==> src/logic/btm_pkg.sv <==
// constants and types shared by the board test-mode logic
package btm_pkg;
  localparam int NUM_PINS = 208;
  localparam int PIN_MODE_SEL = 99;
  localparam int PIN_STRAP = 65;
  localparam int PIN_POWER_GOOD = 59;
  localparam int PIN_DRIVE_SEL = 146;
  localparam int PIN_NAND_OUT = 25;
  localparam int QUAL_HI_N = 2;
  localparam int QUAL_HI_PINS [QUAL_HI_N] = '{146, 103};
  localparam int QUAL_LO_N = 6;
  localparam int QUAL_LO_PINS [QUAL_LO_N] = '{29, 50, 100, 108, 145, 94};
  localparam int KEEP_N = 7;
  localparam int KEEP_PINS [KEEP_N] = '{161, 163, 167, 180, 181, 183, 184};
  localparam int NAND_LEN = 133;
  localparam int NAND_PINS [NAND_LEN] = '{
    206, 207, 208, 1, 2, 3, 4, 5, 6, 7, 11, 12, 13, 14, 16, 17, 18, 19, 20, 21, 22, 23, 24, 26, 28, 29, 30,
    31, 32, 33, 34, 35, 36,
    39, 40, 41, 42, 47, 50, 51, 52, 54, 55, 56, 57, 58, 59, 62, 63, 64, 65, 66, 67, 68, 69, 70, 71, 72, 73,
    74, 75, 76, 77, 80, 81, 82,
    83, 84, 85, 86, 87, 88, 89, 90, 91, 92, 93, 94, 100, 101, 103, 105, 108, 109, 110, 111, 112, 113, 116,
    117, 118, 121, 122, 123, 124, 125, 126, 127, 128, 129,
    131, 132, 133, 134, 135, 136, 137, 138, 139, 140, 143, 144, 145, 146, 148, 149, 150, 151, 152, 153, 154,
    155, 156, 157, 168, 169, 170, 171, 192, 197, 198, 199, 202};

  typedef enum logic {ST_NORMAL, ST_TEST} btm_state_e;
  typedef enum logic [1:0] {MD_FUNC, MD_TRISTATE, MD_DRIVE_HI, MD_DRIVE_LO} btm_mode_e;

  // bit position of a pin number in the pad vectors
  function automatic int pin_idx(input int pin);
    pin_idx = pin - 1;
  endfunction : pin_idx
endpackage : btm_pkg

==> src/logic/btm_nand_chain.sv <==
// registered nand-tree chain over the selected input pins
`timescale 1ns/100ps
module btm_nand_chain
  import btm_pkg::*;
#(
  parameter int LEN = NAND_LEN
)
(
  input wire logic ref_clk,
  input wire logic rst_n,
  input wire logic [LEN-1:0] chain_in,
  output logic chain_out_r
);
  logic chain_out_nxt;

  always_comb
  begin
    chain_out_nxt = chain_in[0];
    for (int i = 1; i < LEN; i++)
    begin
      chain_out_nxt = ~(chain_out_nxt & chain_in[i]); // RULE12
    end
  end

  always_ff @(posedge ref_clk)
  begin
    if (!rst_n)
    begin
      chain_out_r <= 1'b0;
    end
    else
    begin
      chain_out_r <= chain_out_nxt;
    end
  end
endmodule : btm_nand_chain

==> src/logic/btm_test_ctrl.sv <==
// board test-mode control: entry qualification, tristate, nand tree and drive patterns
// Contract
// RULE1: in test mode offer tristate, nand tree, drive-high and drive-low functions only
// RULE2: tester holds pins 146,103 high and 29,50,100,108,145,94 low to qualify
// RULE3: every rising edge of pin 99 captures the pattern; match enters test mode
// RULE4: mismatched pattern keeps the device out of test mode, normal operation
// RULE5: pin 65 must read high at power-good rising edge before test mode allowed
// RULE6: pin 99 high in test mode tristates nearly all output and bidirectional pins
// RULE7: pins 161,163,167,180,181,183,184 stay driven during tristate
// RULE8: nand tree chains listed pins from pin 206 in order, result on pin 25
// RULE9: nand tree runs while pin 99 high in test mode, alongside tristate
// RULE10: pin 99 low in test mode runs drive test; pin 146 picks high or low
// RULE11: select 0 drives odd pins low, even high; select 1 the reverse
// RULE12: each nand stage combines previous stage with next chained pin
// RULE13: outside test mode pins are functional; power-good low clears test state
`timescale 1ns/100ps
module btm_test_ctrl
  import btm_pkg::*;
#(
  parameter int PINS = NUM_PINS
)
(
  input wire logic ref_clk,
  input wire logic rst_n,
  input wire logic [PINS-1:0] pin_in,
  input wire logic [PINS-1:0] func_out,
  input wire logic [PINS-1:0] func_oe,
  output logic [PINS-1:0] pin_out_r,
  output logic [PINS-1:0] pin_oe_r,
  output logic test_mode_r,
  output btm_mode_e mode_r
);
  logic [PINS-1:0] pin_s1_r;
  logic [PINS-1:0] pin_s2_r;
  logic power_good_in;
  logic mode_sel;
  logic pg_d_r;
  logic sel_d_r;
  logic strap_ok_r;
  logic strap_ok_nxt;
  btm_state_e state_r;
  btm_state_e state_nxt;
  btm_mode_e mode_nxt;
  logic pattern_ok;
  logic test_mode_nxt;
  logic [NAND_LEN-1:0] chain_in;
  logic chain_out;
  logic [PINS-1:0] pin_out_nxt;
  logic [PINS-1:0] pin_oe_nxt;
  logic [PINS-1:0] keep_mask;

  // two-stage synchroniser for every pad input
  always_ff @(posedge ref_clk)
  begin
    if (!rst_n)
    begin
      pin_s1_r <= '0;
      pin_s2_r <= '0;
    end
    else
    begin
      pin_s1_r <= pin_in;
      pin_s2_r <= pin_s1_r;
    end
  end

  assign power_good_in = pin_s2_r[pin_idx(PIN_POWER_GOOD)];
  assign mode_sel = pin_s2_r[pin_idx(PIN_MODE_SEL)];

  // qualifying pattern, checked on the synchronised copies
  always_comb
  begin
    pattern_ok = 1'b1;
    for (int i = 0; i < QUAL_HI_N; i++)
    begin
      pattern_ok = pattern_ok & pin_s2_r[pin_idx(QUAL_HI_PINS[i])]; // RULE2
    end
    for (int i = 0; i < QUAL_LO_N; i++)
    begin
      pattern_ok = pattern_ok & ~pin_s2_r[pin_idx(QUAL_LO_PINS[i])]; // RULE2
    end
  end

  // pads that stay driven in tristate, and the chain inputs in chain order
  always_comb
  begin
    keep_mask = '0;
    for (int i = 0; i < KEEP_N; i++)
    begin
      keep_mask[pin_idx(KEEP_PINS[i])] = 1'b1;
    end
    for (int i = 0; i < NAND_LEN; i++)
    begin
      chain_in[i] = pin_s2_r[pin_idx(NAND_PINS[i])]; // RULE8
    end
  end

  // entry state machine
  always_comb
  begin
    state_nxt = state_r;
    strap_ok_nxt = strap_ok_r;
    if (!power_good_in)
    begin
      state_nxt = ST_NORMAL; // RULE13
      strap_ok_nxt = 1'b0; // RULE13
    end
    else
    begin
      // strap is looked at only on the power-good rise, never later
      if (!pg_d_r)
      begin
        strap_ok_nxt = pin_s2_r[pin_idx(PIN_STRAP)]; // RULE5
      end
      // every select rise re-latches the pattern, so a bad one also leaves test mode
      if (mode_sel && !sel_d_r)
      begin
        case (state_r)
          ST_NORMAL,
          ST_TEST:
          begin
            state_nxt = (pattern_ok && strap_ok_r) ? ST_TEST : ST_NORMAL; // RULE3 RULE4 RULE5
          end
          default:
          begin
            state_nxt = ST_NORMAL;
          end
        endcase
      end
    end
  end

  // test function and pad drive
  always_comb
  begin
    test_mode_nxt = (state_nxt == ST_TEST);
    if (!test_mode_nxt)
    begin
      mode_nxt = MD_FUNC; // RULE13
    end
    else if (mode_sel)
    begin
      mode_nxt = MD_TRISTATE; // RULE6 RULE9
    end
    else if (pin_s2_r[pin_idx(PIN_DRIVE_SEL)])
    begin
      mode_nxt = MD_DRIVE_LO; // RULE10
    end
    else
    begin
      mode_nxt = MD_DRIVE_HI; // RULE10
    end
    pin_out_nxt = func_out;
    pin_oe_nxt = func_oe;
    case (mode_r) // RULE1
      MD_FUNC:
      begin
        pin_out_nxt = func_out;
        pin_oe_nxt = func_oe;
      end
      MD_TRISTATE:
      begin
        // tristate and the nand tree share the select level: pin 25 carries the chain
        pin_oe_nxt = func_oe & keep_mask; // RULE6 RULE7
        pin_out_nxt[pin_idx(PIN_NAND_OUT)] = chain_out; // RULE8 RULE9
        pin_oe_nxt[pin_idx(PIN_NAND_OUT)] = 1'b1; // RULE9
      end
      MD_DRIVE_HI,
      MD_DRIVE_LO:
      begin
        // every pad is driven here, input-only ones included
        pin_oe_nxt = '1;
        for (int i = 0; i < PINS; i++)
        begin
          // even index is an odd pin number
          pin_out_nxt[i] = ((i % 2) == 0) ? (mode_r == MD_DRIVE_LO) : (mode_r != MD_DRIVE_LO); // RULE11
        end
      end
      default:
      begin
        pin_out_nxt = func_out;
        pin_oe_nxt = func_oe;
      end
    endcase
  end

  // edge history, entry state and registered pad drive
  always_ff @(posedge ref_clk)
  begin
    if (!rst_n)
    begin
      pg_d_r <= 1'b0;
      sel_d_r <= 1'b0;
      strap_ok_r <= 1'b0;
      state_r <= ST_NORMAL;
      mode_r <= MD_FUNC;
      test_mode_r <= 1'b0;
      pin_out_r <= '0;
      pin_oe_r <= '0;
    end
    else
    begin
      pg_d_r <= power_good_in;
      sel_d_r <= mode_sel;
      strap_ok_r <= strap_ok_nxt;
      state_r <= state_nxt;
      mode_r <= mode_nxt;
      test_mode_r <= test_mode_nxt;
      pin_out_r <= pin_out_nxt;
      pin_oe_r <= pin_oe_nxt;
    end
  end

  // chain result is registered once more through the pad flops
  btm_nand_chain #(
    .LEN(NAND_LEN)
  ) u_chain (
    .ref_clk(ref_clk),
    .rst_n(rst_n),
    .chain_in(chain_in),
    .chain_out_r(chain_out)
  );
endmodule : btm_test_ctrl

==> config.mk <==
export PLATFORM = sky130hd
export DESIGN_NAME = btm_test_ctrl
export DESIGN_NICKNAME = d
export VERILOG_FILES = /design/src/logic/btm_pkg.sv /design/src/logic/btm_nand_chain.sv /design/src/logic/btm_test_ctrl.sv
export SDC_FILE = /design/constraint.sdc
export NUM_CORES = 1
export LEC_CHECK = 0
export ABC_AREA = 1
export BUFFER_PORTS_ARGS = -buffer_cell sky130_fd_sc_hd__buf_4
export CAP_MARGIN = 20
export CORE_AREA = 2 2 411 413
export CTS_BUF_LIST = sky130_fd_sc_hd__clkbuf_4
export DETAILED_ROUTE_END_ITERATION = 6
export DIE_AREA = 0 0 413 415
export PLACE_DENSITY_LB_ADDON = 0.3
export SKIP_LAST_GASP = 1
export SYNTH_ARGS = -nofsm -noshare
export SYNTH_HDL_FRONTEND = slang
export SYNTH_HIERARCHICAL = 1
export SYNTH_SLANG_ARGS = --single-unit
==> constraint.sdc <==
create_clock -name ref_clk -period 5.6 [get_ports ref_clk]
set_clock_uncertainty 0.05 [all_clocks]
set_input_delay 0.28 -clock ref_clk [delete_from_list [all_inputs] [get_ports ref_clk]]
set_output_delay 0.28 -clock ref_clk [all_outputs]
set_load 0.005 [all_outputs]
==> results of run 1 <==
## stage by stage
stage | util, % | hold WS (ns)
after floorplan | - | 0.3276
after detailed placement | 18.07 | 0.3480
after global placement | 18.07 | 0.3485
## cells in the mapped netlist (all sizes together)
cell	n
a211oi	1
o21ai	3
dfxtp	691
a21oi	203
nand2	610
inv	283
nor2	436
nand3	1
buf	93
clkbuf	50
## kinds of logic after synthesis
logic type	Yosys count	share of synthesized area (%)
compound gates	207	5.089
simple gates	1047	19.13
flops	691	67.31
buf+inv	426	8.474
==> metrics.txt, run 1 <==
Mapped Area approximately 21,000 um2; Cells after Synth ~2,400; Place WS -1.785 ns; status aborted with a tool error; Seq cells post-synth 691; # IOs 1,045; last step reached clock tree synthesis; dpl cells about 5,400; GP Congestion ~0.9; CTS root buf clkbuf_4; share of Yosys cell area claimed by the top area cell type a little under 70%; post-synth net total roughly 3,000; clock sink count 691; Area after DPL around 30,000 um2; die width between 400 and 500 um; CTS buffer count between 150 and 200; initial cell density of the core about an eighth; Ys Warns 6; H-tree levels 4; Max Root-Sink Buffers 3; sequential share of the synthesized area approximately 67%; Rows 150; Distinct cells, synth 16; Post-CTS Setup Bufs 0; die height around 420 um; CTS resizes 3; area leader, netlist dfxtp_1; # hold bufs at CTS between 1,000 and 1,500; Error [ERROR RSZ-0060] Max buffer count reached.; Avg Cell Area, Syn around 8.7 um2; synth top area cells dfxtp_1 (67%), nand2_1 (11%), nor2_1 (8.0%); port bufs just under 1,000; post-DP HPWL about 87 mm
==> run 2, diff against run 1 <==
- CORE_AREA: 2 2 411 413 -> 2 2 410 412
- CTS_BUF_LIST: sky130_fd_sc_hd__clkbuf_4 -> unset
- DIE_AREA: 0 0 413 415 -> 0 0 412 414
- PLACE_DENSITY_LB_ADDON: 0.3 -> 0.15
- clock period: 5.6 -> 7.3 ns (I/O delays scaled with it)
==> run 2 against run 1 <==
Net effect:
- the flow now finishes, with violations (DRC)
- synthesized cell count stayed put
- area after synthesis stayed put
==> metrics.txt, run 2 <==
Synth Flop Type dfxtp_1; Crit path arrival time 7.68 ns; H-tree levels 3 (-1); Max Clk Rate roughly 0.14 GHz; r2r setup slk 0.19 ns; die height 414 um (-0.24%); # IOs 1,045 (unchanged); CTS tree yes; ys async rst share 0% (unchanged); Distinct cells, synth 16 (unchanged); TritonRoute pass-1 iters 6; final setup vio count 0; Final Hold Fails 0; Hold Path Stages 3; CORE AREA approximately 170,000 um2; Mapped Area 20,550 um2 (unchanged); CTS root buf clkbuf_16; Ys Warns 6 (unchanged); failing checks DRC; area leader, netlist dfxtp_1; CP max stage delay 0.31 ns; largest net degree at the start of global routing 175; share of Yosys cell area claimed by the top area cell type 67.31% (unchanged); hold crit path type in -> reg; fin crit share a little over nine tenths; die width 412 um (-0.24%); maxcap violations 0; top post-synthesis cells by count dfxtp_1 (691), nand2_1 (610), nor2_1 (436); port bufs 970 (unchanged); layout cell share with drive strength beyond 1 between 20 and 30%; Die Footprint between 150,000 and 200,000 um2; Detailed Route WL between 100 and 150 mm; min-delay src func_out[47]; most frequent cells in the layout buf_4 (978), dfxtp_1 (689), nand2_1 (606), dlygate4sd3_1 (546), nor2_1 (436); GP Congestion 0.8247 (-8.4%); gr ovfl total 0; Rows 150 (unchanged); Reg2Reg Capture Point u_chain/chain_out_r; Hold Path Sink pin_out_r[47]; Startpoint Class flip-flop; crit path max fanout 1; peak supply drop ~0.15 mV; WL met3 about 7.3 mm; Seq cells post-synth 691 (unchanged); final instance area 38,610 um2; Cells after Synth 2,371 (unchanged); CTS clk-pin slew, worst paths about 0.06 ns; Top cell by count, worst path nand2_1; Post-synth EDFFs 0 (unchanged); GRT Overall Usage 12.25%; Routed Antenna Nets 0; Max Used Layer met5; sequential share of the synthesized area 67.31% (unchanged); DRT iter0 DRCs roughly 800; drt wl/cell between 15 and 20 um; Worst R2R Start pin_s2_r[205]; required time worst endpoint between 7 and 8 ns; R2R depth between 100 and 150; RSZ-0062 raised after global routing yes; Hold Slack between 0.09 and 0.1 ns; Place WS -0.1337 ns (+1.651 ns); clock sink count 691 (unchanged); Slew Viols, Final 0; nets around 4,500; most common cell after layout, fill and taps aside buf_4; LEAKAGE roughly 19 nW; antenna violations before repair 37; slew margin rel. between 30 and 40%; Avg Cell Area, Syn 8.668 um2 (unchanged); DR vias/cell about 3.3; first-pass GRT wire length ~150 mm; drt drc 2; Via Count between 20,000 and 25,000; Worst-Margin Slew approximately 1.0 ns; Clock Latency Late Sink roughly 0.68 ns; status finished, violations left; fin worst setup slack approximately 0.19 ns; post-synth net total 2,997 (unchanged); Final min period between 7 and 8 ns; Slowest cell on crit path dfxtp_2; number of global-route vias before repair about 22,000; Area after DPL 30,080 um2 (about the same); most common cell in the netlist dfxtp_1; Critical Path End Type flip-flop; synth top area cells dfxtp_1 (67%), nand2_1 (11%), nor2_1 (8.0%); post-DP HPWL 80.50 mm (-7.8%); biggest regs pin_oe_r: 208 flops, pin_out_r: 208 flops; met2 routed WL roughly 53 mm; initial cell density of the core 12.36% (+0.028 points); Power Density around 250 nW/um2; CTS buffer count 89 (-55%); Metal-1 WL about 45 mm; Post-CTS Setup Bufs 0 (unchanged); Max Root-Sink Buffers 3 (unchanged); Area Growth Syn to Fin 87.85%; Setup CP Type reg -> reg
==> run 2: cell counts after synthesis <==
No cell type changed its count.
==> run 2: worst max path at each step <==
| stage | to | startpoint | cells past startpoint | slack [ns] |
|---|---|---|---|---|
| after global placement | u_chain/chain_out_r | pin_s2_r[205] | 132 | -0.23 |
| after detailed placement | u_chain/chain_out_r | pin_s2_r[205] | 132 | -0.13 |
| after CTS | u_chain/chain_out_r | pin_s2_r[205] | 132 | -0.02 |
| final | u_chain/chain_out_r | pin_s2_r[205] | 132 | 0.19 |
| after global routing | u_chain/chain_out_r | pin_s2_r[205] | 132 | -1.47 |
| after floorplan | u_chain/chain_out_r | pin_s2_r[205] | 132 | 1.34 |
==> run 2: cell type report <==
class                   count  area, um2
diodes                     22      55.05
clock buffers             129       2589
clock inverters            32      399.1
fillers                 18460     127700
inverters                 283       1077
multi-input cells        1254       5011
flip-flops and latches    691      13840
well taps                2204       2758
repair buffers           1528      12880
==> run 2: layer usage <==
layer / vias to the layer above / GRT usage, %
met5: - / 0
met4: 14 / 3.390
met3: 170 / 3.725
met2: 660 / 21.40
met1: 9361 / 14.34
li1: 9983 / -
==> run 2: worst max-delay path: cells and delay by family (launching register included) <==
family             cells  cell delay (ns)
AOI/OAI and AO/OA      1             0.11
and+or+nand+nor      131             6.58
DFF                    1             0.31
==> run 2: timing repair <==
item / CTS / global route
hold endpoints to repair: 546 / 0
setup endpoints to repair: 1 / 1
hold buffers: 546 / 0
pin swaps: 1 / 5
resized for setup: 4 / 2
==> run 2: kinds of logic (layout without fill, tap and decap cells) <==
| family | count (synthesis) | after routing | share of synthesized area, % |
|---|---|---|---|
| AND/OR/NAND/NOR | 1047 | 1047 | 19.13 |
| flip-flops | 691 | 691 | 67.31 |
| buffers and inverters | 426 | 1972 | 8.474 |
| AO/OA/AOI/OAI | 207 | 207 | 5.089 |
| other | 0 | 22 | 0 |
==> run 2: power by group <==
part | internal [mW] | leakage [nW] | total (mW) | switching [mW]
clock | 2.63 | 1.46 | 4.48 | 1.85
sequential | 3.97 | 5.74 | 4.02 | 0.0590
combinational | 0.604 | 12.2 | 1.04 | 0.435
==> run 2: through the flow <==
| stage | power, mW | utilization [%] | setup TNS [ns] | cells |
|---|---|---|---|---|
| finish | 9.541 | 23.22 | 0 | 6143 |
| global route | 9.998 | 23.21 | -1.469 | 6135 |
| CTS | 9.776 | 23.18 | -0.01693 | 6121 |
| detailed placement | 4.899 | 18.09 | -0.1337 | 5414 |
| global placement | 4.904 | 18.09 | -0.2319 | 5414 |
| floorplan | 4.313 | - | 0 | 2371 |
(Power assumes the default switching activity.)
==> run 3, diff against run 2 <==
- clock period: 7.3 -> 6 ns (I/O delays scaled with it)
==> run 3 against run 2 <==
Net effect:
- the flow finishes with violations (DRC, setup timing)
- non-clock buffer count grew 22
- utilization grew 0.21 points
- fmax grew 1.0%
- via count grew 0.64%
- final area grew 0.88%
- largest cell class unchanged
- largest power group unchanged
==> metrics.txt, run 3 (synthesis results as in run 2) <==
status finished, violations left; failing checks DRC, setup timing; clock sink count 691 (unchanged); antenna violations before repair 28 (-24%); fin worst setup slack -1.037 ns (-1.229 ns); fin crit share 117.3% (+20 points); number of global-route vias before repair 21,680 (+0.12%); Via Count 20,320 (+0.64%); Worst path top cell family by delay simple AND/OR/NAND/NOR gates; GRT Overall Usage 12.28% (+0.033 points); maxcap violations 0 (unchanged); largest net degree at the start of global routing 131 (-25%); switching share of power 23.90% (-0.68 points); Place WS -1.399 ns (-1.266 ns); Sequential Power Share 41.3% (-0.9 points); Startpoint Class flip-flop; Final min period 7.037 ns (-0.07051 ns); Critical path buffers and inverters 0 (unchanged); Area Growth Syn to Fin 89.52%; # IOs 1,045 (unchanged); Routed Antenna Nets 0 (unchanged); PnR Total Power 11.87 mW (+24%); RSZ-0062 raised after global routing yes; Top cell by count, worst path nand2_1; layout cell share with drive strength beyond 1 29.18% (+0.20 points); Detailed Route WL 108.7 mm (+0.44%); CP max stage delay 0.31 ns (about the same); CTS clk-pin slew, worst paths 0.06 ns (about the same); Power Density 304.8 nW/um2 (+23%); initial cell density of the core 12.36% (unchanged); LEAKAGE 19.56 nW (+0.74%); Layout fillers 18,510 (+0.27%); CTS buffer count 87 (-2.2%); crit path max fanout 1 (unchanged); peak supply drop 0.1929 mV (+25%); final setup vio count 1 (+1); most frequent cells in the layout buf_4 (984), dfxtp_1 (689), nand2_1 (605), dlygate4sd3_1 (564), nor2_1 (436); post-DP HPWL 81.57 mm (+1.3%); most common cell after layout, fill and taps aside buf_4; die height 414 um (unchanged); Setup CP Type reg -> reg; die width 412 um (unchanged); slew margin rel. 29.51% (-3.2 points); clock share of power 48.0% (+1.1 points); Post-CTS Setup Bufs 0 (unchanged); required time worst endpoint 6.58 ns (-1.29 ns); DR vias/cell 3.296 (+0.30%); CTS tree yes; Final Hold Fails 0 (unchanged); Rows 150 (unchanged); DRT iter0 DRCs 908 (+14%); hold crit path type in -> reg; area occupied by multi-input gates 5014 um2 (about the same); dpl cells 5,418 (+0.074%); first-pass GRT wire length 151.9 mm (-0.44%); nets 4,493 (+0.45%); combinational group share of total power 10.7% (-0.2 points); Cell Int Power 9.035 mW (+26%); drt drc 1 (-1); Slowest cell on crit path dfxtp_2; Slew Viols, Final 0 (unchanged); Critical Path End Type flip-flop; CORE AREA 166,300 um2 (unchanged); Non-Filler Instances 6,164 (+0.34%); drt wl/cell 17.63 um (about the same); gr ovfl total 0 (unchanged); port bufs 970 (unchanged); Hold Slack 0.2632 ns (+0.1682 ns); TritonRoute pass-1 iters 7 (+1); Reg area 13,840 um2 (unchanged); Die Footprint 170,600 um2 (unchanged); Clock Latency Late Sink 0.71 ns (+0.03 ns); Worst-Margin Slew 1.057 ns (+0.04857 ns); Max Clk Rate 0.1421 GHz (+1.0%); Crit path arrival time 7.62 ns (-0.06 ns); Max Root-Sink Buffers 3 (unchanged); GP Congestion 0.8211 (-0.44%); sw power 2.837 mW (+21%); CTS root buf clkbuf_16; biggest regs pin_oe_r: 208 flops, pin_out_r: 208 flops; H-tree levels 3 (unchanged)
## run 3: layout make-up
type                    instances  area share (%)
diodes                         22          0.1413
clock buffers                 121           6.563
clock inverters                39           1.503
inverters                     283           2.766
multi-input cells            1254           12.87
flip-flops and latches        691           35.53
well taps                    2204           7.080
repair buffers               1550           33.55
## run 3: timing repair
item                                   in CTS  in global routing
pin swaps                                   2                  1
gates resized for setup                     5                  2
setup endpoints to repair                   1                  1
hold buffers                              564                  0
endpoints found under the hold margin     560                  0
## run 3: worst paths after layout
check / end / startpoint / depth (start not counted) / slack, ns
hold reg to reg: pin_s2_r[102] / pin_s1_r[102] / 2 / 0.36
setup / recovery: u_chain/chain_out_r / pin_s2_r[205] / 132 / -1.04
setup reg to reg: u_chain/chain_out_r / pin_s2_r[205] / 132 / -1.04
hold / removal: pin_s1_r[71] / pin_in[71] / 4 / 0.26
## run 3: power groups by stage
stage / Clock (mW) / Combinational [mW] / Sequential (mW)
global placement: 0 / 0.967 / 5.00
finish: 5.70 / 1.28 / 4.90
floorplan: 0 / 0.249 / 5.00
global route: 6.11 / 1.39 / 4.92
detailed placement: 0 / 0.963 / 5.00
CTS: 5.94 / 1.31 / 4.90
## run 3: worst min-delay path, delay by kind of cell
family	cells	cell delay, ns
and+or+nand+nor	1	0.04
buffers and inverters	3	0.66
## run 3: stage by stage
step	cell area [um2]	utilization [%]	setup TNS (ns)
final	38950	23.42	-1.037
after global routing	38930	23.41	-2.590
after CTS	38890	23.39	-1.292
after detailed placement	30090	18.09	-1.399
after global placement	30090	18.09	-1.554
after floorplan	20550	-	0
## run 3: per-layer routing
| layer | global-route usage, % | vias to the layer above | share of wire [%] |
|---|---|---|---|
| li1 | - | 10020 | - |
| met1 | 14.04 | 9436 | 41 |
| met2 | 21.04 | 680 | 48 |
| met3 | 4.082 | 170 | 7.4 |
| met4 | 4.627 | 12 | 3.6 |
| met5 | 0.1131 | - | 0.087 |
==> run 4, diff against run 3 <==
- CORE_AREA: 2 2 410 412 -> 2 2 408 410
- CTS_CLUSTER_SIZE: unset -> 12
- DIE_AREA: 0 0 412 414 -> 0 0 410 412
- SYNTH_HIERARCHICAL: 1 -> unset
==> run 4 against run 3 <==
Net effect:
- the run ends with setup timing left
- combinational power about the same
- area after synthesis down 0.86%
- hold slack worse by 0.21 ns
- non-clock buffer count up 22
- first-iteration DRC count down 5.9%
- utilization up 0.44 points
- die area down 0.97%
- critical path type unchanged
- critical endpoint is now u_chain.chain_out_r
- largest power group unchanged
- highest routed layer unchanged
==> metrics.txt, run 4 <==
Setup TNS Final -1.074 ns (-0.03633 ns); Rows 149 (-0.67%); Clock Latency Late Sink 0.71 ns (about the same); Crit. Startpoint pin_s2_r[205]; initial cell density of the core 12.41% (+0.045 points); GRT Overall Usage 11.98% (-0.31 points); drt wl/cell 17.16 um (-2.7%); port bufs 970 (unchanged); Post-CTS Setup Bufs 0 (unchanged); clock sink count 691 (unchanged); Area Growth Syn to Fin 92.40%; Ys Warns 0 (-6); CTS tree yes; largest net degree at the start of global routing 134 (+2.3%); R2R depth 132 (unchanged); Seq cells post-synth 691 (unchanged); antenna violations before repair 28 (unchanged); Critical Path End Type flip-flop; Max Root-Sink Buffers 3 (unchanged); TritonRoute pass-1 iters 4 (-3); DR vias/cell 3.267 (-0.90%); die height 412 um (-0.48%); die width 410 um (-0.49%); Setup CP Type reg -> reg; Cells after Synth 2,360 (-0.46%); fin crit share 117.9% (+0.61 points); CTS clk-pin slew, worst paths 0.05 ns (about the same); DRT iter0 DRCs 854 (-5.9%); Worst R2R Start pin_s2_r[205]; slew margin rel. 30.46% (+0.95 points); CTS root buf clkbuf_16; Worst-Margin Slew 1.043 ns (-0.01427 ns); r2r setup slk -1.07 ns (-0.04 ns); status finished, violations left; maxcap violations 0 (unchanged); Synth Flop Type dfxtp_1; ys async rst share 0% (unchanged); final setup vio count 1 (unchanged); Top cell by count, worst path nand2_1; CP Capture Point u_chain.chain_out_r; required time worst endpoint 6.53 ns (-0.05 ns); Detailed Route WL 105.6 mm (-2.8%); sequential share of the synthesized area 67.89% (+0.59 points); Distinct cells, synth 14 (-2); CP max stage delay 0.29 ns (-0.02 ns); area leader, netlist dfxtp_1; Slew Viols, Final 0 (unchanged); GP Congestion 0.8028 (-2.2%); Startpoint Class flip-flop; peak supply drop 0.1983 mV (+2.8%); layout cell share with drive strength beyond 1 28.93% (-0.24 points); Via Count 20,110 (-1.0%); most common cell in the netlist dfxtp_1; post-DP HPWL 77.85 mm (-4.6%); Max Clk Rate 0.1414 GHz (-0.51%); CORE AREA 164,200 um2 (-1.2%); Reg2Reg Capture Point u_chain.chain_out_r; number of global-route vias before repair 21,040 (-2.9%); CTS buffer count 90 (+3.4%); fin worst setup slack -1.074 ns (-0.03633 ns); biggest regs pin_oe_r: 208 flops, pin_out_r: 208 flops; RSZ-0062 raised after global routing yes; top post-synthesis cells by count dfxtp_1 (691), nand2_1 (605), nor2_1 (431); most frequent cells in the layout buf_4 (979), dfxtp_1 (690), nand2_1 (600), dlygate4sd3_1 (588), nor2_1 (431); drt drc 0 (-1); Mapped Area 20,370 um2 (-0.86%); LEAKAGE 19.63 nW (+0.37%); failing checks setup timing; first-pass GRT wire length 147.5 mm (-2.9%); share of Yosys cell area claimed by the top area cell type 67.89% (+0.59 points); Power Density 305.7 nW/um2 (+0.29%); nets 4,507 (+0.31%); Final min period 7.074 ns (+0.03633 ns); hold crit path type in -> reg; Routed Antenna Nets 0 (unchanged); gr ovfl total 0 (unchanged); Die Footprint 168,900 um2 (-0.97%); post-synth net total 2,986 (-0.37%); Final Hold Fails 0 (unchanged); H-tree levels 3 (unchanged); Crit path arrival time 7.60 ns (-0.02 ns); Hold Slack 0.05409 ns (-0.2091 ns); most common cell after layout, fill and taps aside buf_4; synth top area cells dfxtp_1 (68%), nand2_1 (11%), nor2_1 (7.9%); crit path max fanout 1 (unchanged); Post-synth EDFFs 0 (unchanged); Slowest cell on crit path dfxtp_1; Avg Cell Area, Syn 8.633 um2 (-0.40%); # IOs 1,045 (unchanged)
run 4: changes by cell type after synthesis, sizes merged, moves of 5 or more:
cell / before / now
buf: 93 / 15
inv: 283 / 278
nor2: 436 / 431
nand2: 610 / 605
clkbuf: 50 / 128
run 4: cells by family (layout without fill, tap and decap cells):
kind of cell / Yosys count / count (layout) / synth area share [%]
compound gates: 210 / 210 / 5.208
buf+inv: 421 / 2015 / 7.756
flops: 691 / 691 / 67.89
other cells: 0 / 14 / 0
simple gates: 1038 / 1038 / 19.14
run 4: how the worst min path moves through the flow:
stage	from	end	slack, ns	cells past startpoint
global placement	pin_s1_r[144]	pin_s2_r[144]	0.34	2
global route	func_out[24]	pin_out_r[24]	0.06	3
finish	func_out[24]	pin_out_r[24]	0.05	3
CTS	func_out[24]	pin_out_r[24]	0.04	3
floorplan	pin_s1_r[0]	pin_s2_r[0]	0.34	2
detailed placement	pin_s1_r[123]	pin_s2_r[123]	0.35	2
run 4: where the power goes:
group          internal, mW  switching, mW  leakage, nW
logic                 0.752          0.517         12.3
registers              4.83         0.0728         5.74
clock network          3.58           2.24         1.57
run 4: routing by layer:
layer	GRT usage, %	wire length (um)	vias up
li1	-	-	10050
met1	14.04	43500	9333
met2	21.02	53060	577
met3	3.227	6436	137
met4	3.924	2541	16
met5	0	90	-
run 4: stage by stage:
step / setup WS [ns] / std cells / utilization (%) / instance area [um2] / total power, mW
floorplan: 0.01988 / 2360 / - / 20370 / 5.238
global placement: -1.650 / 5390 / 18.30 / 30060 / 5.952
detailed placement: -1.498 / 5390 / 18.30 / 30060 / 5.948
CTS: -1.393 / 6143 / 23.84 / 39160 / 12.30
global route: -2.691 / 6152 / 23.86 / 39190 / 12.55
finish: -1.074 / 6157 / 23.87 / 39200 / 11.98
run 4: final cells by class:
type                       instances  area (um2)
antenna                           14       35.03
fill                           18190      125000
clock inverter                    28       430.4
timing repair buffer            1572       13330
inverter                         278        1059
tap                             2189        2739
multi-input combinational       1248        4996
clock buffer                     137        2774
sequential                       691       13840
run 4: worst max-delay path: cells and delay by family, from the launching register on:
kind	cells	cell delay, ns
flip-flops	1	0.29
AND/OR/NAND/NOR	131	6.54
AO/OA/AOI/OAI	1	0.05
run 4: repair_timing:
item / 4_1_cts / 5_1_grt
hold buffers: 588 / 0
resized for setup: 4 / 1
pin swaps: 1 / 1
endpoints found under the setup margin: 1 / 1
hold endpoints to repair: 572 / 0
